--- config.mk ---
export PLATFORM = sky130hd
export DESIGN_NAME = can_transceiver_mode_control
export DESIGN_NICKNAME = d
export VERILOG_FILES = /design/src/core/mode_ctrl_pkg.sv /design/src/core/can_transceiver_mode_control.sv
export SDC_FILE = /design/constraint.sdc
export NUM_CORES = 1
export LEC_CHECK = 0
export ABC_AREA = 1
export BUFFER_PORTS_ARGS = -buffer_cell sky130_fd_sc_hd__buf_2
export CELL_PAD_IN_SITES_DETAIL_PLACEMENT = 0
export CELL_PAD_IN_SITES_GLOBAL_PLACEMENT = 1
export CORE_ASPECT_RATIO = 2
export CORE_MARGIN = 3
export CORE_UTILIZATION = 30
export DETAILED_ROUTE_END_ITERATION = 8
export GPL_ROUTABILITY_DRIVEN = 0
export HOLD_SLACK_MARGIN = 0.05
export PLACE_DENSITY = 0.6
export SLEW_MARGIN = 20
export SYNTH_ARGS = -nofsm -noshare
export SYNTH_HDL_FRONTEND = slang
export SYNTH_SLANG_ARGS = --single-unit
--- constraint.sdc ---
create_clock -name mclk -period 3.2 [get_ports mclk]
set_input_delay 0.16 -clock mclk [delete_from_list [all_inputs] [get_ports mclk]]
set_output_delay 0.16 -clock mclk [all_outputs]
set_load 0.01 [all_outputs]
--- src/core/mode_ctrl_pkg.sv ---
// Constants and types shared by the transceiver mode controller.
// Assumes a single clock domain running at 20 MHz.
package mode_ctrl_pkg;

  localparam int CLK_HZ = 20_000_000;

  // Go-to-sleep hold window in microseconds, and its cycle count (round down)
  localparam int SLEEP_HOLD_US = 50;
  localparam int SLEEP_HOLD_CYC = (SLEEP_HOLD_US * (CLK_HZ / 1_000_000) > 0)
    ? SLEEP_HOLD_US * (CLK_HZ / 1_000_000) : 1;

  // AXI4-Lite register byte offsets
  localparam logic [7:0] CTRL_OFS = 8'h00;
  localparam logic [7:0] STATUS_OFS = 8'h04;
  localparam logic [7:0] HOLD_OFS = 8'h08;

  // Control register fields
  localparam int CTRL_WAKE_CLR_BIT = 0;
  localparam int CTRL_FAIL_CLR_BIT = 1;
  localparam int CTRL_PUP_CLR_BIT = 2;

  // Status register fields
  localparam int ST_MODE_LSB = 0;
  localparam int ST_WAKE_BIT = 5;
  localparam int ST_FAIL_BIT = 6;
  localparam int ST_PUP_BIT = 7;
  localparam int ST_SUPPRESS_BIT = 8;

  localparam logic [1:0] RESP_OKAY = 2'h0;
  localparam logic [1:0] RESP_SLVERR = 2'h2;

  typedef enum logic [4:0] {
    MODE_NORMAL = 5'b00001,
    MODE_RXONLY = 5'b00010,
    MODE_STANDBY = 5'b00100,
    MODE_GOSLEEP = 5'b01000,
    MODE_SLEEP = 5'b10000
  } mode_t;

  // Supply monitor levels
  typedef struct packed {
    logic batt_uv;
    logic core_uv;
    logic logic_uv;
  } supply_t;

  // Pins shared with the host controller
  typedef struct packed {
    logic enable;
    logic standby_control_n;
  } mode_pins_t;

  // Which functions are enabled in the present mode
  typedef struct packed {
    logic tx_en;
    logic rx_en;
    logic lp_rx_en;
    logic local_wake_en;
    logic diag_en;
    logic inhibit_on;
  } func_t;

endpackage : mode_ctrl_pkg

--- src/core/can_transceiver_mode_control.sv ---
// Mode controller of a high-speed bus transceiver with wake and diagnostics.
// Assumes pins and supply monitors are asynchronous; wake and failure
// detection arrive as already-filtered pulses from analog front-end logic.
// Overview of operation
// RL1: Enable high and standby control high selects normal operation.
// RL2: Enable low with standby control high selects receive-only mode.
// RL3: Receive-only blocks transmit data; receiver still forwards.
// RL4: Active receiver drives receive data low for dominant, high recessive.
// RL5: Receive-only keeps low-power receiver and local wake off, inhibit on.
// RL6: Receive-only shows latched local failures low on error output.
// RL7: After power-up the device enters stand-by on its own.
// RL8: Stand-by disables transmitter, receiver, transmit input, diagnostics.
// RL9: Stand-by bus message sets wake flag, shown low when supplies present.
// RL10: Wake indication suppressed after power-up and battery undervoltage.
// RL11: Stand-by local wake input active, event shown on outputs.
// RL12: Stand-by reports power-up event on error output.
// RL13: Both pins low from normal or receive-only selects stand-by.
// RL14: Standby control low with enable high enters go-to-sleep.
// RL15: Go-to-sleep lasts at most the hold window, then sleep.
// RL16: Enable low inside the hold window returns to stand-by.
// RL17: Sleep is reached from pins only through go-to-sleep.
// RL18: Go-to-sleep keeps wake detection active and inhibit on.
// RL19: Bus wake in sleep sets wake flag and enters stand-by.
// RL20: Local wake change in sleep enters stand-by; inhibit floats.
// RL21: Battery undervoltage forces stand-by from every mode.
// RL22: Transceiver or logic supply undervoltage forces sleep.
// RL23: Pin mode changes accepted only with both supplies present.
// RL24: Mode changes never depend on the bus state.
// RL25: Pins synchronised; hold window counted in clock cycles.
//
// The register addresses and register access over AXI4-Lite are this design's own decisions.
`timescale 1ns/1ps
`default_nettype none

module can_transceiver_mode_control
  import mode_ctrl_pkg::*;
#(
  parameter int HOLD_CYC = SLEEP_HOLD_CYC
) (
  // Clock and reset
  input wire logic mclk,
  input wire logic rst,
  // Host pins
  input wire mode_ctrl_pkg::mode_pins_t pins,
  input wire logic txd,
  output logic rxd,
  output logic error_flag_out_n,
  // Bus side
  input wire logic bus_dominant,
  output logic bus_drive_dominant,
  input wire logic bus_wake_event,
  input wire logic local_wake_input,
  input wire logic local_failure,
  // Supplies
  input wire mode_ctrl_pkg::supply_t supply,
  // Inhibit pin: out drives battery level while oe high, floats otherwise
  output logic inhibit_output,
  output logic inhibit_output_oe,
  // AXI4-Lite slave
  input wire logic [7:0] s_axi_awaddr,
  input wire logic s_axi_awvalid,
  output logic s_axi_awready,
  input wire logic [31:0] s_axi_wdata,
  input wire logic [3:0] s_axi_wstrb,
  input wire logic s_axi_wvalid,
  output logic s_axi_wready,
  output logic [1:0] s_axi_bresp,
  output logic s_axi_bvalid,
  input wire logic s_axi_bready,
  input wire logic [7:0] s_axi_araddr,
  input wire logic s_axi_arvalid,
  output logic s_axi_arready,
  output logic [31:0] s_axi_rdata,
  output logic [1:0] s_axi_rresp,
  output logic s_axi_rvalid,
  input wire logic s_axi_rready
);
  import mode_ctrl_pkg::*;

  // Two-stage synchronisers for all asynchronous inputs
  localparam int NS = 10;
  logic [NS-1:0] sync1_r;
  logic [NS-1:0] sync2_r;
  logic [NS-1:0] async_in;
  assign async_in = {pins.enable, pins.standby_control_n, txd, bus_dominant,
    bus_wake_event, local_wake_input, local_failure, supply.batt_uv,
    supply.core_uv, supply.logic_uv};

  always_ff @(posedge mclk) begin // RL25
    if (rst) begin
      sync1_r <= '0;
      sync2_r <= '0;
    end else begin
      sync1_r <= async_in;
      sync2_r <= sync1_r;
    end
  end

  logic en_s, stb_s, txd_s, dom_s, bwake_s, lwake_s, fail_s;
  logic batt_uv_s, core_uv_s, logic_uv_s;
  assign {en_s, stb_s, txd_s, dom_s, bwake_s, lwake_s, fail_s, batt_uv_s,
    core_uv_s, logic_uv_s} = sync2_r;

  // Pin modes act only while transceiver and logic supplies are up
  logic supplies_ok;
  assign supplies_ok = !core_uv_s && !logic_uv_s;

  // Edge detection on synchronised signals
  // Registers reset to the idle pin levels so no false edge follows reset
  logic lwake_d_r, bwake_d_r, batt_uv_d_r, en_d_r, stb_d_r;
  always_ff @(posedge mclk) begin
    if (rst) begin
      lwake_d_r <= 1'b0;
      bwake_d_r <= 1'b0;
      batt_uv_d_r <= 1'b0;
      en_d_r <= 1'b0;
      stb_d_r <= 1'b0;
    end else begin
      lwake_d_r <= lwake_s;
      bwake_d_r <= bwake_s;
      batt_uv_d_r <= batt_uv_s;
      en_d_r <= en_s;
      stb_d_r <= stb_s;
    end
  end

  logic lwake_chg, bwake_rise, batt_uv_rise, pins_chg;
  assign lwake_chg = lwake_s ^ lwake_d_r;
  assign bwake_rise = bwake_s && !bwake_d_r;
  assign batt_uv_rise = batt_uv_s && !batt_uv_d_r;
  assign pins_chg = (en_s ^ en_d_r) || (stb_s ^ stb_d_r);

  // Mode state machine
  mode_t mode_r, mode_nxt;
  logic [31:0] hold_cfg_r;
  logic [31:0] hold_cnt_r;
  logic hold_done;
  // Window ends when the count reaches one less than the programmed cycle total
  assign hold_done = (hold_cnt_r + 32'h0000_0001) >= hold_cfg_r;

  // Mode selected by the pin pair; sleep is never a direct target
  function automatic mode_t pin_mode(input logic en, input logic stb,
                                     input mode_t cur);
    mode_t m;
    m = cur;
    if (en && stb) begin
      m = MODE_NORMAL; // RL1
    end else if (!en && stb) begin
      m = MODE_RXONLY; // RL2
    end else if (en && !stb) begin
      if (cur != MODE_SLEEP) m = MODE_GOSLEEP; // RL14
    end else begin
      if (cur == MODE_NORMAL || cur == MODE_RXONLY || cur == MODE_GOSLEEP)
        m = MODE_STANDBY; // RL13 RL16
    end
    return m;
  endfunction

  // Battery undervoltage outranks logic undervoltage; wakes outrank pins
  always_comb begin
    mode_nxt = mode_r;
    // Bus level never enters this decision
    if (batt_uv_s) begin // RL24
      mode_nxt = MODE_STANDBY; // RL21
    end else if (!supplies_ok) begin
      mode_nxt = MODE_SLEEP; // RL22
    end else begin
      unique case (mode_r)
        MODE_SLEEP: begin
          if (bwake_rise || lwake_chg) begin
            mode_nxt = MODE_STANDBY; // RL19 RL20
          end else if (pins_chg && stb_s) begin
            mode_nxt = pin_mode(en_s, stb_s, mode_r); // RL23
          end
        end
        MODE_GOSLEEP: begin
          if (!en_s || stb_s) begin
            mode_nxt = pin_mode(en_s, stb_s, mode_r); // RL16
          end else if (hold_done) begin
            mode_nxt = MODE_SLEEP; // RL15 RL17
          end
        end
        default: begin
          mode_nxt = pin_mode(en_s, stb_s, mode_r); // RL23
        end
      endcase
    end
  end

  always_ff @(posedge mclk) begin
    if (rst) mode_r <= MODE_STANDBY; // RL7
    else mode_r <= mode_nxt;
  end

  // Counter runs only in go-to-sleep and restarts on every entry
  always_ff @(posedge mclk) begin
    if (rst || mode_r != MODE_GOSLEEP) hold_cnt_r <= 32'h0;
    else hold_cnt_r <= hold_cnt_r + 32'h0000_0001; // RL15
  end

  // Per-mode function enables
  func_t fn;
  always_comb begin
    fn = '0;
    unique case (mode_r)
      MODE_NORMAL: fn = 6'b110011;
      MODE_RXONLY: fn = 6'b010011; // RL3 RL5
      MODE_STANDBY: fn = 6'b001101; // RL8 RL11
      MODE_GOSLEEP: fn = 6'b001101; // RL18
      MODE_SLEEP: fn = 6'b001100; // RL20
      default: fn = 6'b001101;
    endcase
  end

  // Flags: hardware set wins over software clear
  logic wake_r, fail_r, pup_r, suppress_r;
  logic wake_clr, fail_clr, pup_clr;
  logic wake_set;
  assign wake_set = fn.lp_rx_en && (bwake_rise || (fn.local_wake_en &&
    lwake_chg)); // RL9 RL11 RL19

  always_ff @(posedge mclk) begin
    if (rst) wake_r <= 1'b0;
    else if (wake_set) wake_r <= 1'b1;
    else if (wake_clr || mode_r == MODE_NORMAL) wake_r <= 1'b0;
  end

  // Failures latch only while diagnostics run; leaving receive-only
  // for normal releases them
  always_ff @(posedge mclk) begin
    if (rst) fail_r <= 1'b0;
    else if (fail_s && fn.diag_en) fail_r <= 1'b1;
    else if (fail_clr || (mode_r == MODE_RXONLY && mode_nxt == MODE_NORMAL))
      fail_r <= 1'b0;
  end

  // Power-up flag; wake indication suppressed until the first wake event or pin change
  always_ff @(posedge mclk) begin
    if (rst) pup_r <= 1'b1; // RL12
    else if (batt_uv_rise) pup_r <= 1'b1;
    else if (pup_clr || mode_r == MODE_NORMAL) pup_r <= 1'b0;
  end

  always_ff @(posedge mclk) begin
    if (rst) suppress_r <= 1'b1; // RL10
    else if (batt_uv_rise) suppress_r <= 1'b1;
    else if (wake_set || pins_chg) suppress_r <= 1'b0;
  end

  // Pin outputs
  logic wake_show;
  assign wake_show = wake_r && !suppress_r && supplies_ok; // RL9 RL10

  // Receiver data when the receiver runs, wake indication otherwise
  always_ff @(posedge mclk) begin
    if (rst) rxd <= 1'b1;
    else if (fn.rx_en) rxd <= !dom_s; // RL4
    else rxd <= !wake_show; // RL9 RL11
  end

  // Failure shown in normal and receive-only, power-up or wake elsewhere
  always_ff @(posedge mclk) begin
    if (rst) error_flag_out_n <= 1'b1;
    else if (fn.diag_en) error_flag_out_n <= !fail_r; // RL6
    else error_flag_out_n <= !(wake_show || pup_r); // RL11 RL12
  end

  always_ff @(posedge mclk) begin
    if (rst) bus_drive_dominant <= 1'b0;
    else bus_drive_dominant <= fn.tx_en && !txd_s; // RL3 RL8
  end

  // Inhibit floats only in sleep
  always_ff @(posedge mclk) begin
    if (rst) begin
      inhibit_output <= 1'b1;
      inhibit_output_oe <= 1'b1;
    end else begin
      inhibit_output <= fn.inhibit_on;
      inhibit_output_oe <= fn.inhibit_on; // RL5 RL20
    end
  end

  // AXI4-Lite slave: one write and one read in flight
  logic aw_got_r, w_got_r;
  logic [7:0] awaddr_r;
  logic [31:0] wdata_r;
  logic [3:0] wstrb_r;
  logic do_write;
  assign s_axi_awready = !aw_got_r && !s_axi_bvalid;
  assign s_axi_wready = !w_got_r && !s_axi_bvalid;
  assign do_write = aw_got_r && w_got_r && !s_axi_bvalid;

  // Address and data may arrive in either order; the response
  // waits until both are held
  always_ff @(posedge mclk) begin
    if (rst) begin
      aw_got_r <= 1'b0;
      w_got_r <= 1'b0;
      awaddr_r <= 8'h00;
      wdata_r <= 32'h0;
      wstrb_r <= 4'h0;
      s_axi_bvalid <= 1'b0;
      s_axi_bresp <= RESP_OKAY;
    end else begin
      if (s_axi_awvalid && s_axi_awready) begin
        aw_got_r <= 1'b1;
        awaddr_r <= s_axi_awaddr;
      end
      if (s_axi_wvalid && s_axi_wready) begin
        w_got_r <= 1'b1;
        wdata_r <= s_axi_wdata;
        wstrb_r <= s_axi_wstrb;
      end
      if (do_write) begin
        aw_got_r <= 1'b0;
        w_got_r <= 1'b0;
        s_axi_bvalid <= 1'b1;
        s_axi_bresp <= (awaddr_r[7:2] <= HOLD_OFS[7:2]) ? RESP_OKAY
          : RESP_SLVERR;
      end else if (s_axi_bvalid && s_axi_bready) begin
        s_axi_bvalid <= 1'b0;
      end
    end
  end

  // Word-aligned register match on the upper address bits
  function automatic logic reg_hit(input logic [7:0] addr,
                                   input logic [7:0] ofs);
    return addr[7:2] == ofs[7:2];
  endfunction

  logic ctrl_wr;
  assign ctrl_wr = do_write && reg_hit(awaddr_r, CTRL_OFS) && wstrb_r[0];
  assign wake_clr = ctrl_wr && wdata_r[CTRL_WAKE_CLR_BIT];
  assign fail_clr = ctrl_wr && wdata_r[CTRL_FAIL_CLR_BIT];
  assign pup_clr = ctrl_wr && wdata_r[CTRL_PUP_CLR_BIT];

  always_ff @(posedge mclk) begin
    if (rst) begin
      hold_cfg_r <= 32'(HOLD_CYC);
    end else if (do_write && reg_hit(awaddr_r, HOLD_OFS)) begin
      for (int i = 0; i < 4; i++) begin
        if (wstrb_r[i]) hold_cfg_r[i*8 +: 8] <= wdata_r[i*8 +: 8];
      end
    end
  end

  // Read data is registered and held until the master takes it
  assign s_axi_arready = !s_axi_rvalid;
  always_ff @(posedge mclk) begin
    if (rst) begin
      s_axi_rvalid <= 1'b0;
      s_axi_rdata <= 32'h0;
      s_axi_rresp <= RESP_OKAY;
    end else if (s_axi_arvalid && s_axi_arready) begin
      s_axi_rvalid <= 1'b1;
      s_axi_rresp <= RESP_OKAY;
      s_axi_rdata <= 32'h0;
      unique case (s_axi_araddr[7:2])
        CTRL_OFS[7:2]: s_axi_rdata <= 32'h0;
        STATUS_OFS[7:2]: begin
          s_axi_rdata[ST_MODE_LSB +: 5] <= mode_r;
          s_axi_rdata[ST_WAKE_BIT] <= wake_r;
          s_axi_rdata[ST_FAIL_BIT] <= fail_r;
          s_axi_rdata[ST_PUP_BIT] <= pup_r;
          s_axi_rdata[ST_SUPPRESS_BIT] <= suppress_r;
        end
        HOLD_OFS[7:2]: s_axi_rdata <= hold_cfg_r;
        default: s_axi_rresp <= RESP_SLVERR;
      endcase
    end else if (s_axi_rvalid && s_axi_rready) begin
      s_axi_rvalid <= 1'b0;
    end
  end

endmodule // can_transceiver_mode_control

`default_nettype wire

==> report_table.html, run 1 <==
<table>
<tr><th>Metric</th><th>Value</th></tr>
<tr><th colspan="2">Synthesis</th></tr>
<tr><td>Parity-gate share of the synthesized area counting xor and xnor cells</td><td>~2.8%</td></tr>
<tr><td>Main combinational cell family by area after synthesis</td><td>simple AND/OR/NAND/NOR gates</td></tr>
<tr><td>Share of the synthesized area in the top cell type</td><td>45.2%</td></tr>
<tr><td>Share of flip-flops with an asynchronous set or reset</td><td>0%</td></tr>
<tr><td>Area of the mapped netlist</td><td>approximately 0.008 mm^2</td></tr>
<tr><td>Cell count after synthesis</td><td>about 1100</td></tr>
<tr><td>Distinct cell type count after synthesis</td><td>38</td></tr>
<tr><td>Top_reg_cell synth</td><td>dfxtp_1</td></tr>
<tr><td>Post-synthesis average cell area</td><td>approximately 7.4 um^2</td></tr>
<tr><td>Most numerous cell types in the synthesized netlist</td><td>nor2_1 (202), dfxtp_1 (182), inv_1 (155)</td></tr>
<tr><td>Post-synthesis sequential area ratio</td><td>45.2%</td></tr>
<tr><td>FF+latch count, synth</td><td>roughly 180</td></tr>
<tr><td>Count of flip-flops with a built-in enable after synthesis</td><td>0</td></tr>
<tr><td>Most common cell in the synthesized netlist</td><td>nor2_1</td></tr>
<tr><td>Most area-hungry cell type in the Yosys netlist</td><td>dfxtp_1</td></tr>
<tr><td>Share of cell area taken by muxes after synthesis</td><td>0%</td></tr>
<tr><td>Synth Area in Compound Gates</td><td>between 10% and 20%</td></tr>
<tr><td>Fraction of the mapped netlist area in adder cells</td><td>5.12%</td></tr>
<tr><td>Most area-consuming cells after synthesis</td><td>dfxtp_1 (45%), nor2_1 (9.4%), inv_1 (7.2%)</td></tr>
<tr><td>Area share of and/or/nand/nor cells after synthesis</td><td>22.7%</td></tr>
<tr><td>Total of warnings raised by yosys</td><td>0</td></tr>
<tr><th colspan="2">Pwr</th></tr>
<tr><td>Switching Power</td><td>about 0.0012 W</td></tr>
<tr><td>Portion of total power attributed to sequential cells</td><td>48.2%</td></tr>
<tr><td>Worst vdd ir</td><td>418 uV</td></tr>
<tr><td>Combinational group share of total power</td><td>8.9%</td></tr>
<tr><td>Internal</td><td>0.00381 W</td></tr>
<tr><td>Leakage component of the power</td><td>4.64 nW</td></tr>
<tr><td>Clock share of power</td><td>between 40 and 50%</td></tr>
<tr><td>Fraction of power spent switching nets</td><td>24.3%</td></tr>
<tr><td>Power density over the cells</td><td>495 mW/mm^2</td></tr>
<tr><th colspan="2">Timing</th></tr>
<tr><td>Slew margin rel.</td><td>between 50% and 60%</td></tr>
<tr><td>Post-route minimum period</td><td>between 2000 and 3000 ps</td></tr>
<tr><td>RSZ-0062 raised after global routing</td><td>no</td></tr>
<tr><td>Slew Viols, Final</td><td>0</td></tr>
<tr><td>Timing-limited maximum frequency</td><td>347 MHz</td></tr>
<tr><td>Final hold violations</td><td>0</td></tr>
<tr><td>Period Utilization, post-route</td><td>about 90%</td></tr>
<tr><td>Hold Slack</td><td>approximately 120 ps</td></tr>
<tr><td>Final worst clock skew</td><td>13.9 ps</td></tr>
<tr><td>Sum of negative setup slack</td><td>0 ps</td></tr>
<tr><td>Worst Max-Slew Pin Slew</td><td>around 720 ps</td></tr>
<tr><td>Min setup slack post-route</td><td>~320 ps</td></tr>
<tr><td>Number of failing setup endpoints in the final timing report</td><td>0</td></tr>
<tr><th colspan="2">Drt</th></tr>
<tr><td>DRC violation count after routing</td><td>0</td></tr>
<tr><td>Length of the first detailed-routing pass in iterations</td><td>4</td></tr>
<tr><td>Detailed-route wire length per cell</td><td>roughly 14 um</td></tr>
<tr><td>Overall via count from detail_route</td><td>slightly above 7000</td></tr>
<tr><td>Number of violations reported at the end of detailed-routing iteration 0</td><td>176</td></tr>
<tr><td>Final ANT Viol Nets</td><td>0</td></tr>
<tr><td>Routed Wire Length</td><td>roughly 23000 um</td></tr>
<tr><td>Detailed-route vias per instance</td><td>between 4 and 5</td></tr>
<tr><th colspan="2">Critical path</th></tr>
<tr><td>Reg-to-reg setup timing slack</td><td>between 300 and 400 ps</td></tr>
<tr><td>Crit end category</td><td>register</td></tr>
<tr><td>Startpoint class of the critical path</td><td>register</td></tr>
<tr><td>Critical register-to-register path startpoint</td><td>hold_cnt_r[10]</td></tr>
<tr><td>Endpoint required time on the critical path</td><td>about 3500 ps</td></tr>
<tr><td>Crit path kind</td><td>register to register</td></tr>
<tr><td>Arrival time reported for the critical path endpoint</td><td>around 3200 ps</td></tr>
<tr><td>Critical path peak fanout</td><td>4</td></tr>
<tr><td>Number of cells on the worst reg-to-reg path</td><td>17</td></tr>
<tr><td>RR Endpoint</td><td>mode_r[3]</td></tr>
<tr><td>End point of the critical path</td><td>mode_r[3]</td></tr>
<tr><td>Startpoint of the worst setup timing path</td><td>hold_cnt_r[10]</td></tr>
<tr><th colspan="2">Layout</th></tr>
<tr><td>Area growth from synthesis to layout</td><td>26.4%</td></tr>
<tr><td>Diode insertion count for antenna repair</td><td>0</td></tr>
<tr><td>Layout cell share with drive strength beyond 1</td><td>roughly 16%</td></tr>
<tr><td>Number of nets in the layout</td><td>1345</td></tr>
<tr><td>Area of all placed cells without fillers</td><td>between 0.01 and 0.015 mm^2</td></tr>
<tr><td>Fill cell instance count of the final layout</td><td>approximately 2800</td></tr>
<tr><th colspan="2">Clock network</th></tr>
<tr><td>Total number of H-tree levels</td><td>4</td></tr>
<tr><td>Sink Count</td><td>between 150 and 200</td></tr>
<tr><td>Clock transition at the register clock pins on the worst setup and hold paths after CTS</td><td>~70 ps</td></tr>
<tr><td>Number of buffers created by CTS</td><td>17</td></tr>
<tr><td>Insertion delay of the later-clocked pin in the worst-skew pair</td><td>450 ps</td></tr>
<tr><td>Root buf cell</td><td>clkbuf_16</td></tr>
<tr><td>Clock tree from TritonCTS</td><td>yes</td></tr>
<tr><td>Maximum clock path buffer count</td><td>2</td></tr>
<tr><th colspan="2">GRT</th></tr>
<tr><td>Global Route Usage Sum</td><td>between 10% and 20%</td></tr>
<tr><td>Overflow left after global routing</td><td>0</td></tr>
<tr><td>Wire length of the first global-routing pass</td><td>between 30000 and 40000 um</td></tr>
<tr><td>Number of antenna violations at the first check in global routing</td><td>0</td></tr>
<tr><td>Pin count of the biggest net entering global routing</td><td>49</td></tr>
<tr><td>Via count of the first global-routing pass</td><td>about 7400</td></tr>
<tr><th colspan="2">Run</th></tr>
<tr><td>Max-capacitance violation count</td><td>0</td></tr>
<tr><th colspan="2">Place</th></tr>
<tr><td>Number of I/O port buffers</td><td>108</td></tr>
<tr><td>Post-placement setup slack</td><td>approximately 160 ps</td></tr>
<tr><td>Area of placed instances</td><td>about 0.009 mm^2</td></tr>
<tr><td>Detail Placement HPWL</td><td>~18000 um</td></tr>
<tr><th colspan="2">Floorplan</th></tr>
<tr><td>Die area</td><td>about 0.029 mm^2</td></tr>
<tr><td>Core Box Area</td><td>about 0.026 mm^2</td></tr>
<tr><td>Overall die height</td><td>approximately 240 um</td></tr>
<tr><td>Width of the chip</td><td>around 120 um</td></tr>
<tr><td>Core Rows</td><td>between 80 and 90</td></tr>
<tr><td>Ports</td><td>between 100 and 150</td></tr>
<tr><td>Initial core utilization</td><td>30.6%</td></tr>
<tr><th colspan="2">Min path</th></tr>
<tr><td>Hold Path Class</td><td>input port to register</td></tr>
<tr><th colspan="2">Outcome</th></tr>
<tr><td>Status</td><td>finished, final reports clean</td></tr>
</table>
critical path: stages (launching register included):
cell	delay, ps
dfxtp_1	380
nand2_1	150
nor3_4	230
nand3_1	130
nor3_2	220
nand3_1	150
xor2_1	300
inv_1	80
ha_1	290
nand2_1	50
nor2_1	150
nand2_1	100
a21oi_1	190
nor2_1	60
nand2_1	100
o21ai_1	80
nand2_1	60
nor2_1	30
flip-flops by register name, indices dropped and copies added, names as in the netlist, 4 cells and up:
name	flops
awaddr_r	6
hold_cfg_r	32
hold_cnt_r	32
mode_r	5
s_axi_rdata	32
sync1_r	10
sync2_r	10
wdata_r	32
wstrb_r	4
power groups by stage:
stage / Combinational [W] / Sequential [W] / Clock [W]
floorplan: 0.000235 / 0.00248 / 0
global placement: 0.000403 / 0.00248 / 0
detailed placement: 0.000406 / 0.00248 / 0
CTS: 0.000458 / 0.00243 / 0.00223
global route: 0.000515 / 0.00244 / 0.00231
finish: 0.000447 / 0.00243 / 0.00216
logic make-up after synthesis:
group / Yosys count
compound gates: 216
xor+xnor: 25
fa+ha+maj: 33
buf+inv: 204
flops: 182
other cells: 1
simple gates: 428
what timing repair did:
item | CTS | global route
endpoints found under the setup margin | 0 | 2
gates resized for setup | 0 | 15
setup buffers | 0 | 0
hold endpoints to repair | 54 | 0
hold buffers | 54 | 0
cell usage in the layout, fill, tap and decap left out, types with 16 or more instances in the layout:
master | Yosys | final
nor2_1 | 202 | 199
xor2_1 | 20 | 20
buf_2 | 3 | 108
nand4_1 | 16 | 16
o21ai_0 | 112 | 111
dfxtp_1 | 182 | 179
ha_1 | 33 | 32
dlygate4sd3_1 | 0 | 54
nand3_1 | 17 | 16
clkbuf_16 | 0 | 17
a21oi_1 | 75 | 74
nand2_1 | 151 | 151
inv_1 | 155 | 152
worst min-delay path by stage:
stage                                from              to  slack (ps)  depth (start not counted)
after floorplan                 supply[0]      sync1_r[0]         270                          2
after global placement                txd      sync1_r[7]         360                          3
after detailed placement        supply[2]      sync1_r[2]         370                          3
after CTS                 s_axi_araddr[4]  s_axi_rresp[1]         110                          5
after global routing      s_axi_araddr[4]  s_axi_rresp[1]         170                          5
final                     s_axi_araddr[4]  s_axi_rresp[1]         120                          5
final cells by class:
type / instances / area (um^2) / share of cell area [%]
sequential: 182 / 3650 / 35.8
timing repair buffer: 177 / 1210 / 11.8
clock buffer: 22 / 494 / 4.85
tap: 344 / 430 / 4.22
inverter: 161 / 604 / 5.93
clock inverter: 10 / 120 / 1.18
multi-input combinational: 704 / 3690 / 36.2
layer usage:
metal / share of wire [%] / vias up / GRT usage, %
met5: 0 / - / 0
met2: 56 / 116 / 32.4
li1: - / 3767 / -
met4: 4.0 / 0 / 8.02
met3: 2.3 / 46 / 2.80
met1: 38 / 3293 / 17.1
per-stage QoR:
step	utilization, %	power (W)	instances
6_report	38.6	0.00504	1600
5_1_grt	38.6	0.00527	1600
4_1_cts	38.4	0.00512	1600
3_5_place_dp	34.1	0.00289	1514
3_3_place_gp	34.1	0.00288	1514
2_1_floorplan	-	0.00272	1090
Power figures use the tool's default switching activity.
==> inputs of run 2 (changes only) <==
CORE_UTILIZATION = 42   (was 30)
HOLD_SLACK_MARGIN = 0.08   (was 0.05)
PLACE_DENSITY = not set   (was 0.6)
PLACE_DENSITY_LB_ADDON = 0.1   (was not set)
==> run 2 against run 1 <==
Net effect: via count is 0.39% lower; non-clock buffer count unchanged; global-route usage up 4.1 points; die area fell by 28%; wire length down 7.1%; sequential cell count stayed put; maximum frequency is 0.30% higher; critical path depth up 5; hold slack lost 44 ps; count of clock-buffer cells in the layout is the same; clock power is 4% lower; critical endpoint is now mode_r[4]; largest power group unchanged.
==> report_table.html, run 2 (synthesis results as in run 1) <==
<table>
<tr><th>Metric</th><th>Value</th></tr>
<tr><th colspan="2">Drt</th></tr>
<tr><td>Final ANT Viol Nets</td><td>0</td></tr>
<tr><td>Detailed-route wire length per cell</td><td>about 14 um</td></tr>
<tr><td>Detailed-route vias per instance</td><td>4.76</td></tr>
<tr><td>Number of violations reported at the end of detailed-routing iteration 0</td><td>around 250</td></tr>
<tr><td>Routed Wire Length</td><td>about 22000 um</td></tr>
<tr><td>Overall via count from detail_route</td><td>between 7000 and 8000</td></tr>
<tr><td>DRC violation count after routing</td><td>0</td></tr>
<tr><td>Sum of routed wire segments on met1</td><td>8520 um</td></tr>
<tr><td>Detail Route met3 WL</td><td>slightly below 500 um</td></tr>
<tr><td>Length of the first detailed-routing pass in iterations</td><td>4</td></tr>
<tr><td>Top routing layer in use</td><td>met4</td></tr>
<tr><td>Metal2 WL</td><td>approximately 12000 um</td></tr>
<tr><th colspan="2">Layout</th></tr>
<tr><td>Layout cell share with drive strength beyond 1</td><td>15.0%</td></tr>
<tr><td>Number of nets in the layout</td><td>1345</td></tr>
<tr><td>Final standard cell count with taps included and fillers excluded</td><td>around 1500</td></tr>
<tr><td>Commonest cells after routing, fill and taps aside</td><td>nor2_1 (202), dfxtp_1 (180), inv_1 (153), nand2_1 (150), o21ai_0 (112)</td></tr>
<tr><td>Final core utilization</td><td>about 53%</td></tr>
<tr><td>Area growth from synthesis to layout</td><td>24.3%</td></tr>
<tr><td>Fill cell instance count of the final layout</td><td>around 2000</td></tr>
<tr><td>Diode insertion count for antenna repair</td><td>0</td></tr>
<tr><td>Commonest non-fill, non-tap cell in the layout</td><td>nor2_1</td></tr>
<tr><th colspan="2">Critical path</th></tr>
<tr><td>Critical register-to-register path startpoint</td><td>hold_cnt_r[4]</td></tr>
<tr><td>Crit end category</td><td>register</td></tr>
<tr><td>RR Endpoint</td><td>mode_r[4]</td></tr>
<tr><td>Arrival time reported for the critical path endpoint</td><td>3230 ps</td></tr>
<tr><td>Startpoint of the worst setup timing path</td><td>hold_cnt_r[4]</td></tr>
<tr><td>Critical path peak fanout</td><td>4</td></tr>
<tr><td>Number of cells on the worst reg-to-reg path</td><td>22</td></tr>
<tr><td>Startpoint class of the critical path</td><td>register</td></tr>
<tr><td>Endpoint required time on the critical path</td><td>3550 ps</td></tr>
<tr><td>Reg-to-reg setup timing slack</td><td>roughly 320 ps</td></tr>
<tr><td>Crit path kind</td><td>register to register</td></tr>
<tr><th colspan="2">Min path</th></tr>
<tr><td>Endpoint of the worst hold-timing path</td><td>wdata_r[30]</td></tr>
<tr><td>Hold Path Class</td><td>input port to register</td></tr>
<tr><td>Hold wc startpoint</td><td>s_axi_wdata[30]</td></tr>
<tr><td>Hold Path Cell Cnt</td><td>3</td></tr>
<tr><th colspan="2">Clock network</th></tr>
<tr><td>Total number of H-tree levels</td><td>4</td></tr>
<tr><td>Insertion delay of the later-clocked pin in the worst-skew pair</td><td>between 400 and 500 ps</td></tr>
<tr><td>Number of buffers created by CTS</td><td>17</td></tr>
<tr><td>Clock tree from TritonCTS</td><td>yes</td></tr>
<tr><td>Sink Count</td><td>~180</td></tr>
<tr><td>Clock transition at the register clock pins on the worst setup and hold paths after CTS</td><td>about 70 ps</td></tr>
<tr><td>Maximum clock path buffer count</td><td>2</td></tr>
<tr><td>Root buf cell</td><td>clkbuf_16</td></tr>
<tr><th colspan="2">Timing</th></tr>
<tr><td>Final worst clock skew</td><td>10.6 ps</td></tr>
<tr><td>Slew margin rel.</td><td>approximately three fifths</td></tr>
<tr><td>Final hold violations</td><td>0</td></tr>
<tr><td>Worst Max-Slew Pin Slew</td><td>just over 600 ps</td></tr>
<tr><td>Period Utilization, post-route</td><td>around 90%</td></tr>
<tr><td>Min setup slack post-route</td><td>about 320 ps</td></tr>
<tr><td>Slew Viols, Final</td><td>0</td></tr>
<tr><td>Post-route minimum period</td><td>between 2000 and 3000 ps</td></tr>
<tr><td>Timing-limited maximum frequency</td><td>roughly 350 MHz</td></tr>
<tr><td>Hold Slack</td><td>75.7 ps</td></tr>
<tr><td>RSZ-0062 raised after global routing</td><td>no</td></tr>
<tr><td>Sum of negative setup slack</td><td>0 ps</td></tr>
<tr><td>Number of failing setup endpoints in the final timing report</td><td>0</td></tr>
<tr><th colspan="2">Outcome</th></tr>
<tr><td>Status</td><td>finished, final reports clean</td></tr>
<tr><th colspan="2">GRT</th></tr>
<tr><td>Number of antenna violations at the first check in global routing</td><td>0</td></tr>
<tr><td>Overflow left after global routing</td><td>0</td></tr>
<tr><td>Pin count of the biggest net entering global routing</td><td>between 40 and 50</td></tr>
<tr><td>Wire length of the first global-routing pass</td><td>34900 um</td></tr>
<tr><td>Global Route Usage Sum</td><td>20.9%</td></tr>
<tr><td>Via count of the first global-routing pass</td><td>roughly 7200</td></tr>
<tr><th colspan="2">Floorplan</th></tr>
<tr><td>Die area</td><td>0.0210 mm^2</td></tr>
<tr><td>Initial core utilization</td><td>42.8%</td></tr>
<tr><td>Core Rows</td><td>71</td></tr>
<tr><td>Core Box Area</td><td>about 0.019 mm^2</td></tr>
<tr><td>Ports</td><td>between 100 and 150</td></tr>
<tr><td>Overall die height</td><td>202 um</td></tr>
<tr><td>Width of the chip</td><td>approximately 100 um</td></tr>
<tr><th colspan="2">Place</th></tr>
<tr><td>Number of I/O port buffers</td><td>between 100 and 150</td></tr>
<tr><td>Post-placement setup slack</td><td>~150 ps</td></tr>
<tr><td>Detail Placement HPWL</td><td>roughly 16000 um</td></tr>
<tr><td>Number of instances in the placed design</td><td>about 1400</td></tr>
<tr><th colspan="2">Run</th></tr>
<tr><td>Max-capacitance violation count</td><td>0</td></tr>
<tr><th colspan="2">Pwr</th></tr>
<tr><td>Worst vdd ir</td><td>roughly 370 uV</td></tr>
<tr><td>Power density over the cells</td><td>a little under 500 mW/mm^2</td></tr>
<tr><td>Leakage component of the power</td><td>approximately 4.6 nW</td></tr>
</table>
run 2: changes by cell type in the layout (fill, tap and decap cells not counted), sizes merged:
| cell | previous run | this run |
|---|---|---|
| inv | 161 | 162 |
| clkinvlp | 2 | 5 |
| dlygate4sd3 | 54 | 53 |
| buf | 123 | 124 |
| clkinv | 6 | 2 |
run 2: worst max path at each step:
stage                     end  slack (ps)  depth (start not counted)
global route        mode_r[3]           2                         23
floorplan           mode_r[3]         790                         23
global placement    mode_r[3]         170                         18
finish              mode_r[4]         320                         22
detailed placement  mode_r[3]         150                         18
CTS                 mode_r[3]         120                         18
run 2: critical path, stage by stage (launching register included):
cell and delay (ps):
dfxtp_1 380, inv_2 80, nor3_2 220, nand2_2 100, inv_2 90, nand2_4 70, nor2_4 110, nand3_1 120
nor2_1 110, nand2_1 70, nor2_1 120, nor2_1 60, ha_1 270, nand2_1 60, nor2_1 170, nand2_1 90
nor2_1 100, nor2_1 50, nand2_1 120, nand2_1 70, nand2_1 110, nand4_1 100, a21oi_1 140
run 2: final cells by class:
cell class              count  area [um^2]  area share [%]
repair buffers            177         1190            11.9
flip-flops and latches    182         3650            36.4
inverters                 161          604            6.03
multi-input cells         704         3680            36.7
clock inverters            10          124            1.24
well taps                 255          319            3.18
clock buffers              22          454            4.53
run 2: metrics by stage:
stage | area [um^2] | total power, W
final | 10000 | 0.00494
after global routing | 10000 | 0.00515
after CTS | 9960 | 0.00500
after detailed placement | 8850 | 0.00287
after global placement | 8850 | 0.00287
after floorplan | 8070 | 0.00272
run 2: layer usage:
layer | vias to the layer above | global-route usage, %
met5 | - | 0
met4 | 0 | 9.56
met3 | 42 | 2.91
met2 | 130 | 41.2
met1 | 3243 | 21.3
li1 | 3779 | -
run 2: power breakdown:
part,switching [W],internal [W],leakage [nW],total [W]
registers,0.0000578,0.00237,1.49,0.00243
logic,0.000252,0.000183,2.86,0.000435
clock network,0.000894,0.00118,0.263,0.00207
run 2: timing repair:
action | in CTS | in global routing
buffers inserted | 0 | 2
setup endpoints to repair | 0 | 2
gates resized for setup | 0 | 9
endpoints found under the hold margin | 53 | 0
hold buffers | 53 | 0
